`config.mk`:
```
export PLATFORM = sky130hd
export DESIGN_NAME = tcap_top
export DESIGN_NICKNAME = d
export VERILOG_FILES = /design/src/hw/tcap_pkg.sv /design/src/hw/tcap_sync.sv /design/src/hw/tcap_top.sv
export SDC_FILE = /design/constraint.sdc
export NUM_CORES = 1
export LEC_CHECK = 0
export BUFFER_PORTS_ARGS = -buffer_cell sky130_fd_sc_hd__buf_2
export CORE_ASPECT_RATIO = 1.1
export CORE_MARGIN = 5
export CORE_UTILIZATION = 49
export CTS_CLUSTER_DIAMETER = 120
export DETAILED_ROUTE_END_ITERATION = 8
export HOLD_SLACK_MARGIN = 0.15
export MAX_ROUTING_LAYER = met4
export PLACE_DENSITY = 0.87
export SLEW_MARGIN = 20
export SYNTH_ARGS = -nofsm -noshare
export SYNTH_HDL_FRONTEND = slang
export SYNTH_SLANG_ARGS = --single-unit
```
`constraint.sdc`:
```
create_clock -name pclk -period 2 [get_ports pclk]
set_input_delay 0.4 -clock pclk [delete_from_list [all_inputs] [get_ports pclk]]
set_output_delay 0.4 -clock pclk [all_outputs]
set_load 0.05 [all_outputs]
```
`src/hw/tcap_pkg.sv`:
```
// Constants, register map and decode helpers of the timer capture unit.
// Assumes one APB slave port; printed offsets are register indexes and
// each index maps to byte address four times the index.
// Behaviour
// Capture event copies counter into capture register
// Timer 1 may capture on comparator output
// Capture register may serve as counter top
// Low byte read latches high byte into temp
// One temp byte shared by all 16-bit registers
// Capture register 16 bit, read/write, resets zero
// Mask bits 5,3,2,1,0 read/write, reset zero
// Mask bits 7,6,4 read as zero
// Capture irq needs enable bit and global enable
// Enabled capture irq requested while flag set
// Flag set on capture, cleared by vector or one
// Compare and overflow enables gate irqs alike
// Request is flag AND mask AND global enable
package tcap_pkg;

	localparam int NTMR   = 4;
	localparam int NSRC   = 5;
	localparam int ADDR_W = 12;

	// Register indexes, one per timer; one shared control index
	localparam logic [9:0] IDX_MASK [NTMR] =
		'{10'h06f, 10'h071, 10'h072, 10'h073};
	localparam logic [9:0] IDX_CAPL [NTMR] =
		'{10'h086, 10'h096, 10'h0a6, 10'h126};
	localparam logic [9:0] IDX_CAPH [NTMR] =
		'{10'h087, 10'h097, 10'h0a7, 10'h127};
	localparam logic [9:0] IDX_FLAG [NTMR] =
		'{10'h036, 10'h038, 10'h039, 10'h03a};
	localparam logic [9:0] IDX_CTRL = 10'h010;

	// Mask and flag bit positions
	localparam int BIT_OVF = 0;
	localparam int BIT_CMPA = 1;
	localparam int BIT_CMPB = 2;
	localparam int BIT_CMPC = 3;
	localparam int BIT_CAP = 5;
	localparam logic [7:0] MASK_RW = 8'h2f;

	// Control register fields
	localparam int CTRL_GIE = 0;
	localparam int CTRL_ACSEL = 1;
	localparam int CTRL_TOP_LSB = 4;
	localparam logic [7:0] CTRL_RW = 8'hf3;

	// Reset values and fixed top
	localparam logic [7:0] RST_BYTE = 8'h00;
	localparam logic [15:0] RST_WORD = 16'h0000;
	localparam logic [31:0] RST_DATA = 32'h0000_0000;
	localparam logic [15:0] FIXED_TOP = 16'hffff;

	typedef enum logic [2:0] {
		TCAP_K_NONE,
		TCAP_K_MASK,
		TCAP_K_CAPL,
		TCAP_K_CAPH,
		TCAP_K_FLAG,
		TCAP_K_CTRL
	} tcap_kind_e;

	// Kind of register at an index
	function automatic tcap_kind_e tcap_dec_kind(input logic [9:0] idx);
		tcap_kind_e k;
		k = TCAP_K_NONE;
		if (idx == IDX_CTRL) begin
			k = TCAP_K_CTRL;
		end
		for (int t = 0; t < NTMR; t++) begin
			if (idx == IDX_MASK[t]) k = TCAP_K_MASK;
			if (idx == IDX_CAPL[t]) k = TCAP_K_CAPL;
			if (idx == IDX_CAPH[t]) k = TCAP_K_CAPH;
			if (idx == IDX_FLAG[t]) k = TCAP_K_FLAG;
		end
		return k;
	endfunction

	// Timer number of a per-timer register
	function automatic logic [1:0] tcap_dec_tmr(input logic [9:0] idx);
		logic [1:0] n;
		n = 2'h0;
		for (int t = 0; t < NTMR; t++) begin
			if (idx == IDX_MASK[t] || idx == IDX_CAPL[t] ||
			    idx == IDX_CAPH[t] || idx == IDX_FLAG[t]) begin
				n = 2'(t);
			end
		end
		return n;
	endfunction

	// Flag bit of interrupt source k: ovf, cmp a, b, c, capture
	function automatic int tcap_src_bit(input int k);
		return (k < 4) ? k : BIT_CAP;
	endfunction

endpackage

```
`src/hw/tcap_sync.sv`:
```
// Two-flop synchroniser for asynchronous level inputs.
// Assumes the inputs are slow against the clock; no pulse stretching.
`timescale 1ns/100ps
module tcap_sync #(
	parameter int W = 1
) (
	// Clock and reset
	input  wire logic         clk,
	input  wire logic         rst_n,
	// Data
	input  wire logic [W-1:0] d,
	output logic      [W-1:0] q
);

	logic [W-1:0] meta_q;

	// First stage feeds only the second stage
	always_ff @(posedge clk or negedge rst_n) begin
		if (!rst_n) begin
			meta_q <= '0;
			q      <= '0;
		end else begin
			meta_q <= d;
			q      <= meta_q;
		end
	end

endmodule // tcap_sync

```
`src/hw/tcap_top.sv`:
```
// Input capture, capture-as-top and interrupt masking for four timers.
// Assumes counter value and compare/overflow strobes come from counter
// logic on pclk; capture pins and comparator output are asynchronous.
//
// The implementer's own choice: the APB slave port.
`timescale 1ns/100ps
module tcap_top (
	// APB clock and reset
	input  wire logic                        pclk,
	input  wire logic                        presetn,
	// APB slave
	input  wire logic [tcap_pkg::ADDR_W-1:0] paddr,
	input  wire logic                        psel,
	input  wire logic                        penable,
	input  wire logic                        pwrite,
	input  wire logic [31:0]                 pwdata,
	output logic      [31:0]                 prdata,
	output logic                             pready,
	output logic                             pslverr,
	// Asynchronous capture sources
	input  wire logic [3:0]                  capture_input_pin,
	input  wire logic                        comparator_out,
	// Counter side, synchronous to pclk
	input  wire logic [63:0]                 counter_value,
	input  wire logic [3:0]                  cmp_a_evt,
	input  wire logic [3:0]                  cmp_b_evt,
	input  wire logic [3:0]                  cmp_c_evt,
	input  wire logic [3:0]                  ovf_evt,
	output logic      [63:0]                 counter_top,
	// Interrupt side
	input  wire logic [19:0]                 vector_ack,
	output logic      [19:0]                 tmr_irq_req,
	output logic                             irq
);

	localparam int NT = tcap_pkg::NTMR;
	localparam int NS = tcap_pkg::NSRC;

	logic [7:0]  mask_q [NT];
	logic [7:0]  flag_q [NT];
	logic [15:0] cap_q  [NT];
	logic [7:0]  temp_q;
	logic [7:0]  ctrl_q;
	logic [4:0]  src_sync;
	logic [4:0]  src_prev_q;
	logic [4:0]  src_rise;
	logic [NT-1:0] match_q;
	logic [NT-1:0] match_now;
	logic [NT-1:0] cap_evt;
	logic [NT-1:0] top_sel;
	logic [NT-1:0] top_hit;

	logic [9:0]             acc_idx;
	logic                   acc_aligned;
	tcap_pkg::tcap_kind_e   acc_kind;
	logic [1:0]             acc_tmr;
	logic                   acc_done;
	logic                   wr_done;
	logic                   rd_done;
	logic                   unmapped;
	logic [7:0]             rdata_d;
	logic                   gie;

	// Capture pins and comparator cross into pclk first
	tcap_sync #(
		.W (5)
	) u_sync (
		.clk   (pclk),
		.rst_n (presetn),
		.d     ({comparator_out, capture_input_pin}),
		.q     (src_sync)
	);

	// Rising edge of each synchronised source
	always_ff @(posedge pclk or negedge presetn) begin
		if (!presetn) begin
			src_prev_q <= 5'h00;
		end else begin
			src_prev_q <= src_sync;
		end
	end

	assign src_rise = src_sync & ~src_prev_q;
	assign gie = ctrl_q[tcap_pkg::CTRL_GIE];

	// Capture source and top selection per timer
	always_comb begin
		for (int t = 0; t < NT; t++) begin
			top_sel[t] = ctrl_q[tcap_pkg::CTRL_TOP_LSB + t];
			if (t == 0 && ctrl_q[tcap_pkg::CTRL_ACSEL]) begin
				cap_evt[t] = src_rise[4];
			end else begin
				cap_evt[t] = src_rise[t];
			end
			match_now[t] = (counter_value[t*16 +: 16] == cap_q[t]);
			// Top reached flags once, on entry to the match
			top_hit[t] = top_sel[t] & match_now[t] & ~match_q[t];
		end
	end

	// Previous top match, for the one-shot top flag
	always_ff @(posedge pclk or negedge presetn) begin
		if (!presetn) begin
			match_q <= '0;
		end else begin
			match_q <= match_now;
		end
	end

	// APB access decode; effects land on the completing edge
	assign acc_idx     = paddr[11:2];
	assign acc_aligned = (paddr[1:0] == 2'h0);
	assign acc_kind    = tcap_pkg::tcap_dec_kind(acc_idx);
	assign acc_tmr     = tcap_pkg::tcap_dec_tmr(acc_idx);
	assign acc_done    = psel & penable & pready;
	assign wr_done     = acc_done & pwrite & ~unmapped;
	assign rd_done     = acc_done & ~pwrite & ~unmapped;
	assign unmapped    = ~acc_aligned | (acc_kind == tcap_pkg::TCAP_K_NONE);

	// Read data mux; the high byte reads the shared temp byte
	always_comb begin
		rdata_d = tcap_pkg::RST_BYTE;
		unique case (acc_kind)
			tcap_pkg::TCAP_K_MASK: rdata_d = mask_q[acc_tmr];
			tcap_pkg::TCAP_K_CAPL: rdata_d = cap_q[acc_tmr][7:0];
			tcap_pkg::TCAP_K_CAPH: rdata_d = temp_q;
			tcap_pkg::TCAP_K_FLAG: rdata_d = flag_q[acc_tmr];
			tcap_pkg::TCAP_K_CTRL: rdata_d = ctrl_q;
			tcap_pkg::TCAP_K_NONE: rdata_d = tcap_pkg::RST_BYTE;
		endcase
	end

	// One wait state keeps prdata and pready straight from flops
	always_ff @(posedge pclk or negedge presetn) begin
		if (!presetn) begin
			pready  <= 1'b0;
			pslverr <= 1'b0;
			prdata  <= tcap_pkg::RST_DATA;
		end else begin
			pready  <= psel & penable & ~pready;
			pslverr <= psel & penable & ~pready & unmapped;
			if (psel && penable && !pready && !pwrite && !unmapped) begin
				prdata <= {24'h00_0000, rdata_d};
			end else begin
				prdata <= tcap_pkg::RST_DATA;
			end
		end
	end

	// Shared temp byte: loaded by low reads and high writes
	always_ff @(posedge pclk or negedge presetn) begin
		if (!presetn) begin
			temp_q <= tcap_pkg::RST_BYTE;
		end else if (rd_done && acc_kind == tcap_pkg::TCAP_K_CAPL) begin
			temp_q <= cap_q[acc_tmr][15:8];
		end else if (wr_done && acc_kind == tcap_pkg::TCAP_K_CAPH) begin
			temp_q <= pwdata[7:0];
		end
	end

	// Capture registers; pin capture is held off while used as top
	always_ff @(posedge pclk or negedge presetn) begin
		if (!presetn) begin
			for (int t = 0; t < NT; t++) begin
				cap_q[t] <= tcap_pkg::RST_WORD;
			end
		end else begin
			for (int t = 0; t < NT; t++) begin
				if (cap_evt[t] && !top_sel[t]) begin
					cap_q[t] <= counter_value[t*16 +: 16];
				end else if (wr_done && acc_tmr == 2'(t) &&
				             acc_kind == tcap_pkg::TCAP_K_CAPL) begin
					cap_q[t] <= {temp_q, pwdata[7:0]};
				end
			end
		end
	end

	// Mask registers; reserved bits never store
	always_ff @(posedge pclk or negedge presetn) begin
		if (!presetn) begin
			for (int t = 0; t < NT; t++) begin
				mask_q[t] <= tcap_pkg::RST_BYTE;
			end
		end else begin
			for (int t = 0; t < NT; t++) begin
				if (wr_done && acc_tmr == 2'(t) &&
				    acc_kind == tcap_pkg::TCAP_K_MASK) begin
					mask_q[t] <= pwdata[7:0] & tcap_pkg::MASK_RW;
				end
			end
		end
	end

	// Control: global enable, comparator select, top select
	always_ff @(posedge pclk or negedge presetn) begin
		if (!presetn) begin
			ctrl_q <= tcap_pkg::RST_BYTE;
		end else if (wr_done && acc_kind == tcap_pkg::TCAP_K_CTRL) begin
			ctrl_q <= pwdata[7:0] & tcap_pkg::CTRL_RW;
		end
	end

	// Flags: set beats clear so no event is lost in the clear cycle
	always_ff @(posedge pclk or negedge presetn) begin
		if (!presetn) begin
			for (int t = 0; t < NT; t++) begin
				flag_q[t] <= tcap_pkg::RST_BYTE;
			end
		end else begin
			for (int t = 0; t < NT; t++) begin
				logic [7:0] set_v;
				logic [7:0] clr_v;
				set_v = 8'h00;
				clr_v = 8'h00;
				set_v[tcap_pkg::BIT_CAP]  = cap_evt[t] | top_hit[t];
				set_v[tcap_pkg::BIT_CMPA] = cmp_a_evt[t];
				set_v[tcap_pkg::BIT_CMPB] = cmp_b_evt[t];
				set_v[tcap_pkg::BIT_CMPC] = cmp_c_evt[t];
				set_v[tcap_pkg::BIT_OVF]  = ovf_evt[t];
				for (int k = 0; k < NS; k++) begin
					clr_v[tcap_pkg::tcap_src_bit(k)] = vector_ack[t*NS + k];
				end
				if (wr_done && acc_tmr == 2'(t) &&
				    acc_kind == tcap_pkg::TCAP_K_FLAG) begin
					clr_v = clr_v | pwdata[7:0];
				end
				flag_q[t] <= ((flag_q[t] & ~clr_v) | set_v) & tcap_pkg::MASK_RW;
			end
		end
	end

	// Per-vector requests held while flag, mask and global enable hold
	always_ff @(posedge pclk or negedge presetn) begin
		if (!presetn) begin
			tmr_irq_req <= 20'h0_0000;
			irq         <= 1'b0;
		end else begin
			logic any_v;
			any_v = 1'b0;
			for (int t = 0; t < NT; t++) begin
				for (int k = 0; k < NS; k++) begin
					tmr_irq_req[t*NS + k] <=
						flag_q[t][tcap_pkg::tcap_src_bit(k)] &
						mask_q[t][tcap_pkg::tcap_src_bit(k)] & gie;
					any_v = any_v | (flag_q[t][tcap_pkg::tcap_src_bit(k)] &
						mask_q[t][tcap_pkg::tcap_src_bit(k)]);
				end
			end
			irq <= any_v & gie;
		end
	end

	// Counter top: capture value or fixed maximum
	always_ff @(posedge pclk or negedge presetn) begin
		if (!presetn) begin
			counter_top <= {4{tcap_pkg::FIXED_TOP}};
		end else begin
			for (int t = 0; t < NT; t++) begin
				counter_top[t*16 +: 16] <= top_sel[t] ? cap_q[t] :
					tcap_pkg::FIXED_TOP;
			end
		end
	end

endmodule // tcap_top

```
==> summary.txt, run 1 <==
status: completed
vias in the first global route: 10,554
Final setup violation count: 0
Core Region: 22,300 um2
maximum root-to-sink buffer count: 3
share of the synthesized area in the top cell type: 37.8%
Cell Int Power: 0.00827 W
min-delay worst type: primary input to flop
EDFF count, synth: 0
Crit. End Element: flop
Worst Path Required: 2.42 ns
H-tree depth: 1
total gr overflow: 0
xor and xnor area share after synthesis: 5.04%
Clk Latency, worst-skew pair: 0.53 ns
relative slew slack: 57.8%
total global-route track usage: 29.9%
IO Count: 273
Synth Cell Area: 11,100 um2
crit-path max FO: 5
layout cells sized above 1: 36.5%
Worst Path Arrival: 2.39 ns
number of antenna violations at the first check in global routing: 0
unrepaired setup endpoints after global routing: yes
complex-gate fraction of the synthesized area: 12.8%
first-pass GRT wire length: 59.3 mm
worst-margin pin slew: 0.627 ns
Max Slew Vio Count: 0
CTS buffer count: 24
Final Core Density: 67.9%
Routability Congestion: 0.978
Sw Share: 26.1%
metal3 WL: 3.35 mm
Rows: 57
sequential share of power: 46.9%
Inserted Diodes: 0
Metal-1 WL: 14.2 mm
initial DRC count: 1,116
Synth Area in Simple Gates: 15.8%
Non-Filler Instances: 1,715
Mapped Cells: 1,010
wire per inst: 22.5 um
Leakage: 6.95 nW
count of cell types in the netlist: 69
1st-pass router iterations: 7
Max-Cap Viols: 0
cells taking the most area after synthesis: dfrtp_1, dfstp_2, mux2i_1, xnor2_1, nand2b_1
commonest non-fill, non-tap cell in the layout: buf_2
CTS tree: built
Die Span Y: 168 um
Inst Count DP: 1,586
Avg Vias per Cell: 5.83
Post-synth top flop: dfrtp_1
Seq cells post-synth: 232
Max Freq: 507 MHz
Syn-to-layout area delta: 35.8%
syn avg cell area: 11.0 um2
most frequent cells in the layout: buf_2, dfrtp_1, buf_4, nand2_1, dlygate4sd3_1
power per cell area: 741 nW/um2
Post-DP HPWL: 27.0 mm
R2R depth: 8
Die Area: 25,800 um2
Port Buf Inserts: 224
CTS clk-pin slew, worst paths: 0.07 ns
CTS root buf: clkbuf_16
# clock sinks: 232
Total Nets Final: 1,556
Via Count: 9,991
remaining routing DRC violations: 0
largest family of logic cells by synthesized area: simple AND/OR/NAND/NOR gates
switching power: 0.00293 W
Starting Density: 50.0%
Yosys top cell by area: dfrtp_1
Post-synth ARST share: 100%
multiplexer share of the synthesized area: 8.48%
pin count of the biggest net entering global routing: 56
Ys Warns: 0
routed wire length: 38.5 mm
adder-cell share of the synthesized area: 0%
Comb pwr share: 11.9%
peak supply drop: 0.000543 V
Clock Power Share: 41.2%
post-route ant nets: 0
Seq/Total Area, Yosys: 52.9%
Hold Crit Depth: 3
Hold Slack: 0.164 ns
Final Hold Fails: 0
fin crit share: 98.5%
overall power: 0.0112 W
CP Class: primary input to flop
Die X: 154 um
Clock Skew: 0.0131 ns
Routed met2 length: 19.0 mm
Startpoint Class: primary input
top routing layer used: met4
final period demand of the worst path: 1.97 ns
[flip-flops by register name (all words and copies together), names as in the netlist]
name and count:
pslverr 1, prdata 8, counter_top 64, irq 1, tmr_irq_req 20, ctrl_q 6, match_q 4, u_sync.q 5
temp_q 8, flag_q 20, pready 1, u_sync.meta_q 5, mask_q 20, cap_q 64, src_prev_q 5
[through the flow]
| stage | worst slack [ns] | TNS [ns] | area [um2] |
|---|---|---|---|
| finish | 0.0290 | 0 | 15100 |
| floorplan | -0.308 | -20.83 | 11400 |
| CTS | 0.0243 | 0 | 15000 |
| global route | -0.0205 | -0.0419 | 15100 |
| global placement | -0.463 | -45.72 | 13400 |
| detailed placement | -0.524 | -49.47 | 13400 |
[path summary, 6_finish.rpt]
check / from / end / slack (ns)
max in group asynchronous: presetn / counter_top[20] / 0.84
hold / removal: counter_value[9] / cap_q[57] / 0.16
setup reg to reg: pready / mask_q[21] / 0.12
setup / recovery: paddr[3] / temp_q[5] / 0.03
min in group asynchronous: presetn / flag_q[0] / 0.41
hold reg to reg: u_sync.meta_q[2] / u_sync.q[2] / 0.35
[synth_stat cells, drive strengths merged (4+ instances only)]
| cell type | instances |
|---|---|
| nand3 | 21 |
| a31oi | 9 |
| and3 | 22 |
| nand2b | 70 |
| o21ai | 72 |
| a221o | 4 |
| xnor2 | 64 |
| mux2 | 26 |
| nor2 | 22 |
| mux2i | 65 |
| a221oi | 10 |
| a31o | 18 |
| dfstp | 64 |
| a222oi | 6 |
| a21oi | 12 |
| dfrtp | 168 |
| nor3 | 14 |
| a22o | 4 |
| and2 | 10 |
| nand4 | 23 |
| clkbuf | 33 |
| o31ai | 4 |
| o22ai | 5 |
| a22oi | 18 |
| buf | 44 |
| nand2 | 98 |
| nor2b | 6 |
| o211a | 5 |
| a211oi | 4 |
| nor4 | 6 |
| o21a | 9 |
| inv | 24 |
| nand3b | 9 |
[cell families after synthesis]
family | count (synthesis)
buf+inv | 101
other cells | 1
flops | 232
compound gates | 203
simple gates | 318
xor+xnor | 64
mux | 91
[power by group through the flow]
stage                     combinational (W)  clock [W]  sequential (W)
after CTS                           0.00130    0.00462         0.00523
final                               0.00133    0.00462         0.00525
after detailed placement            0.00116          0         0.00531
after floorplan                    0.000720          0         0.00517
after global routing                0.00144    0.00485         0.00526
after global placement              0.00112          0         0.00531
[routing by layer]
| metal | up-vias | global-route usage, % |
|---|---|---|
| met2 | 638 | 49.9 |
| li1 | 4338 | - |
| met3 | 158 | 4.13 |
| met4 | 0 | 13.6 |
| met1 | 4857 | 36.3 |
| met5 | - | - |
[worst max-delay path, stage by stage]
cell	delay, ns
buf_2	0.11
or4bb_1	0.53
or4_4	0.46
buf_4	0.16
and3_2	0.24
nand4_1	0.15
a31oi_1	0.11
a211o_1	0.23
[what timing repair did]
item / in CTS / in global routing
setup endpoints to repair: 0 / 34
resized for setup: 0 / 19
hold endpoints to repair: 127 / 0
hold buffers: 83 / 0
setup buffers: 0 / 1
[layout make-up]
type	count	area, um2
Clock buffer	37	719
Clock inverter	7	98.8
Fill cell	1552	7140
Inverter	24	90.1
Multi-Input combinational cell	701	4970
Sequential cell	232	5890
Tap cell	295	369
Timing Repair Buffer	419	2980
(Power assumes the default switching activity.)
==> inputs of run 2 (changes only) <==
--- a/config.mk
+++ b/config.mk
@@ -17,4 +17,5 @@
 export SLEW_MARGIN = 20
 export SYNTH_ARGS = -nofsm -noshare
 export SYNTH_HDL_FRONTEND = slang
+export SYNTH_HIERARCHICAL = 1
 export SYNTH_SLANG_ARGS = --single-unit
==> summary.txt, run 2 <==
violations in the final reports: setup timing
met2 Use GR: 46.7%
commonest cells in the netlist: dfrtp_1, nand2_1, mux2i_1
Crit. End Element: flop
initial DRC count: 1,004
peak supply drop: 0.000582 V
Final Hold Fails: 0
Post-synth top flop: dfrtp_1
Die X: 153 um
Post-DP HPWL: 26.6 mm
routed wire length: 37.0 mm
Ys Warns: 6
GRT busiest layer: met2
Leakage: 6.59 nW
commonest non-fill, non-tap cell in the layout: buf_2
number of antenna violations at the first check in global routing: 0
first-pass GRT wire length: 55.6 mm
Setup WS post-layout: -0.0229 ns
Max-Cap Viols: 0
worst-margin pin slew: 0.602 ns
1st-pass router iterations: 9
EDFF count, synth: 0
Clock Skew: 0.0111 ns
Rows: 57
met3 Usage GRT: 4.59%
most frequent cell after synthesis: dfrtp_1
vias in the first global route: 9,674
CTS buffer count: 24
Worst Path Arrival: 2.45 ns
Syn-to-layout area delta: 30.3%
final period demand of the worst path: 2.02 ns
fin crit share: 101%
Seq/Total Area, Yosys: 53.3%
min-delay worst type: primary input to flop
Post-synth ARST share: 100%
Die Area: 25,600 um2
Starting Density: 49.9%
total gr overflow: 0
Inserted Diodes: 0
unrepaired setup endpoints after global routing: yes
H-tree depth: 1
Place WS: -0.380 ns
syn avg cell area: 11.3 um2
Avg Vias per Cell: 5.78
pin count of the biggest net entering global routing: 73
Max Freq: 494 MHz
power per cell area: 779 nW/um2
remaining routing DRC violations: 0
count of cell types in the netlist: 74
GRT met1 Usage: 35.4%
Synth Cell Area: 11,000 um2
Crit path largest cell delay: 0.39 ns
CTS root buf: clkbuf_16
# clock sinks: 232
CTS tree: built
IO Count: 273
crit-path cells: and3_4 -> and3_4 -> nor4b_4 -> buf_4 -> nand4_4 -> buf_12 -> mux2i_1 -> o21ai_0
Total Nets Final: 1,461
Top Registers: cap_q x64, counter_top x64
Die Span Y: 167 um
maximum root-to-sink buffer count: 3
Max Slew Vio Count: 0
Startpoint Class: flop
critical path's top delay family: simple AND/OR/NAND/NOR gates
Core Region: 22,100 um2
Worst path slowest cell: dfrtp_2
Port Buf Inserts: 224
Fill cells: 1,667
most used cell, CP: and3_4
status: finished with violations
most frequent cells in the layout: buf_2, dfrtp_1, nand2_1, buf_4, mux2i_1
Seq cells post-synth: 232
Clk Latency, worst-skew pair: 0.53 ns
crit-path max FO: 8
relative slew slack: 59.5%
CTS clk-pin slew, worst paths: 0.07 ns
total global-route track usage: 28.6%
CP Class: flop to flop
Hold Slack: 0.170 ns
Worst Path Required: 2.42 ns
Routability Congestion: 0.956
share of the synthesized area in the top cell type: 38.1%
post-route ant nets: 0
Mapped Cells: 977
wire per inst: 22.8 um
Via Count: 9,369
critical path buffer and inverter count: 2
cells taking the most area after synthesis: dfrtp_1, dfstp_2, mux2i_1, xnor2_1, nand2b_1
layout cells sized above 1: 38.8%
Final setup violation count: 1
Yosys top cell by area: dfrtp_1
-- run 2: cell types whose count changed after synthesis, sizes merged, moves of 7 or more --
cell,change
o21a,-7
and2,-8
a31oi,-8
mux2i,+15
a21boi,+7
nand3,-9
-- run 2: repair_timing --
action | CTS | global route
cloned | 0 | 1
buffers inserted | 1 | 3
endpoints found under the setup margin | 6 | 46
pin swaps | 0 | 3
hold buffers | 39 | 0
endpoints found under the hold margin | 69 | 0
resized for setup | 1 | 9
-- run 2: stage by stage --
stage / instance area [um2] / total power, W / utilization, % / setup TNS, ns / instances
finish: 14400 / 0.0112 / 65.1 / -0.0229 / 1620
global placement: 13100 / 0.00639 / 59.1 / -30.00 / 1532
global route: 14400 / 0.0116 / 65.1 / -0.0418 / 1620
detailed placement: 13100 / 0.00642 / 59.1 / -32.25 / 1532
CTS: 14300 / 0.0112 / 64.8 / 0 / 1616
floorplan: 11200 / 0.00585 / - / -1.11 / 1000
-- run 2: cell type report --
cell class | instances | area (um2) | area share [%]
clock buffer | 34 | 742 | 5.16
clock inverter | 10 | 120 | 0.835
tap | 295 | 369 | 2.57
inverter | 27 | 101 | 0.705
timing repair buffer | 356 | 2340 | 16.3
multi-input combinational | 666 | 4820 | 33.5
sequential | 232 | 5890 | 40.9
-- run 2: power breakdown --
group | switching, W | internal (W)
registers | 0.000301 | 0.00489
logic | 0.000693 | 0.000569
clock network | 0.00189 | 0.00286
-- run 2: per-layer routing --
layer	wire (um)	part of all wire [%]
met1	14100	38
met2	18000	49
met3	3100	8.4
met4	1760	4.8
met5	0	0
-- run 2: kinds of logic (layout without fill, tap and decap cells) --
kind of cell,after synthesis,after routing,synth area share [%]
buffers and inverters,102,427,4.63
multiplexers,106,106,9.91
other,1,24,0.0340
flip-flops,232,232,53.3
XOR/XNOR,64,64,5.08
AND/OR/NAND/NOR,281,281,14.3
AO/OA/AOI/OAI,191,191,12.7
-- run 2: worst min-delay path, delay by kind of cell --
kind / cells / cell delay [ns]
buffers and inverters: 2 / 0.14
AOI/OAI and AO/OA: 1 / 0.13
-- run 2: final timing paths --
kind                                       start        endpoint  slack [ns]  cells past startpoint
worst min-delay path               vector_ack[1]      flag_q[25]        0.17                      3
min in group asynchronous                presetn  tmr_irq_req[0]        0.42                      2
max in group asynchronous                presetn       ctrl_q[5]        0.83                      3
worst max-delay path                      pready       cap_q[52]       -0.02                      8
worst max register to register            pready       cap_q[52]       -0.02                      8
worst min register to register  u_sync/meta_q[3]     u_sync/q[3]        0.34                      0
==> inputs of run 3 (changes only) <==
--- a/config.mk
+++ b/config.mk
@@ -7,7 +7,7 @@
 export LEC_CHECK = 0
 export BUFFER_PORTS_ARGS = -buffer_cell sky130_fd_sc_hd__buf_2
 export CORE_ASPECT_RATIO = 1.1
-export CORE_MARGIN = 5
+export CORE_MARGIN = 2
 export CORE_UTILIZATION = 49
 export CTS_CLUSTER_DIAMETER = 120
 export DETAILED_ROUTE_END_ITERATION = 8
==> summary.txt, run 3 (synthesized netlist as in run 2, its figures left out) <==
Clk Latency, worst-skew pair: 0.53 ns
R2R depth: 6
Worst Setup SP: paddr[2]
IO Count: 273
critical path's top delay family: compound AO/OA/AOI/OAI gates
remaining routing DRC violations: 0
Crit. End Element: flop
post-route ant nets: 0
peak supply drop: 0.000551 V
first-pass GRT wire length: 54.5 mm
crit-path max FO: 11
Worst path slowest cell: o211ai_1
Final Hold Fails: 0
final period demand of the worst path: 1.98 ns
routed wire length: 36.1 mm
Post-DP HPWL: 25.3 mm
Die Area: 23,700 um2
most frequent cells in the layout: buf_2, dfrtp_1, nand2_1, mux2i_1, buf_4
relative slew slack: 60.3%
H-tree depth: 1
top routing layer used: met4
wire per inst: 22.3 um
CTS clk-pin slew, worst paths: 0.06 ns
Worst Path Arrival: 2.38 ns
status: completed
CP Class: primary input to flop
Metal-1 WL: 13.2 mm
vias in the first global route: 9,620
Crit path largest cell delay: 0.43 ns
CTS root buf: clkbuf_16
Hold Crit Depth: 3
r2r startpoint: pready
number of antenna violations at the first check in global routing: 3
Final setup violation count: 0
most used cell, CP: buf_12
unrepaired setup endpoints after global routing: yes
Core Region: 22,100 um2
layout cells sized above 1: 38.2%
Clock Skew: 0.0106 ns
Port Buf Inserts: 224
Rows: 57
# clock sinks: 232
CP Depth: 9
fin crit share: 98.8%
Final Core Density: 65.4%
Die X: 147 um
Via Count: 9,424
worst-margin pin slew: 0.595 ns
crit-path cells: buf_2 -> nor4bb_1 -> o211ai_1 -> o21ai_4 -> buf_12 -> buf_12 -> a222oi_1 -> a21boi_0 -> mux2i_1
Max Freq: 506 MHz
Top Registers: cap_q x64, counter_top x64
Startpoint Class: primary input
Syn-to-layout area delta: 31.1%
Routability Congestion: 0.985
Max-Cap Viols: 0
maximum root-to-sink buffer count: 3
Worst Path Required: 2.40 ns
Die Span Y: 161 um
Starting Density: 49.9%
min-delay worst type: primary input to flop
total gr overflow: 0
crit path capture: temp_q[1]
commonest non-fill, non-tap cell in the layout: buf_2
pin count of the biggest net entering global routing: 59
1st-pass router iterations: 8
total global-route track usage: 30.7%
Max Slew Vio Count: 0
initial DRC count: 816
CTS tree: built
power per cell area: 795 nW/um2
R2R setup slack: 0.05 ns
r2r endpoint: mask_q[2]
critical path buffer and inverter count: 3
CTS buffer count: 25
Avg Vias per Cell: 5.82
overall power: 0.0115 W
metal3 WL: 3.60 mm
Routed met2 length: 17.2 mm
Leakage: 6.63 nW
Total Nets Final: 1,456
[run 3: cell count changes in the layout (fill, tap and decap cells not counted), sizes merged]
| cell | before | now |
|---|---|---|
| clkbuf | 34 | 35 |
| clkinv | 7 | 6 |
| buf | 317 | 309 |
| diode | 0 | 3 |
| dlygate4sd3 | 39 | 40 |
| clkinvlp | 0 | 1 |
| bufinv | 2 | 4 |
[run 3: power by group]
part           leakage, nW  switching, W  internal (W)  total, W
sequential            2.85      0.000314       0.00489   0.00520
clock                0.448       0.00195       0.00309   0.00504
combinational         3.33      0.000688      0.000572   0.00126
[run 3: routing by layer]
layer | GRT usage [%] | vias to the layer above
li1 | - | 4092
met1 | 36.7 | 4552
met2 | 49.3 | 598
met3 | 6.58 | 182
met4 | 15.9 | 0
met5 | - | -
[run 3: worst min-delay path by stage]
stage | from | end | slack, ns
3_3_place_gp | u_sync/meta_q[4] | u_sync/q[4] | 0.33
3_5_place_dp | u_sync/meta_q[2] | u_sync/q[2] | 0.33
6_report | psel | pready | 0.17
5_1_grt | vector_ack[6] | flag_q[17] | 0.18
2_1_floorplan | presetn | cap_q[0] | 0.10
4_1_cts | psel | pready | 0.16
[run 3: worst min-delay path: cells and delay by family]
family,cells,cell delay [ns]
buffers and inverters,1,0.10
AND/OR/NAND/NOR,2,0.15
[run 3: layout make-up]
class                      count  area, um2
sequential                   232       5890
clock buffer                  34        731
antenna                        3       7.51
tap                          295        369
inverter                      27        101
fill                        1645       7640
multi-input combinational    666       4820
timing repair buffer         350       2370
clock inverter                12        181
[run 3: repair_timing]
action / 4_1_cts / 5_1_grt
endpoints found under the hold margin: 89 / 0
gates resized for setup: 1 / 6
gates cloned: 0 / 1
buffers inserted: 0 / 1
hold buffers: 40 / 0
setup endpoints to repair: 2 / 17
[run 3: stage by stage]
stage                     cells  cell area (um2)  TNS (ns)  worst slack (ns)  hold WS (ns)
after floorplan            1000            11200     -1.11           -0.0585         0.104
after global placement     1528            13100    -31.47            -0.452         0.334
after detailed placement   1528            13100    -38.99            -0.551         0.335
after CTS                  1614            14400         0            0.0319         0.159
after global routing       1619            14500   -0.0403           -0.0191         0.181
final                      1619            14500         0            0.0234         0.173
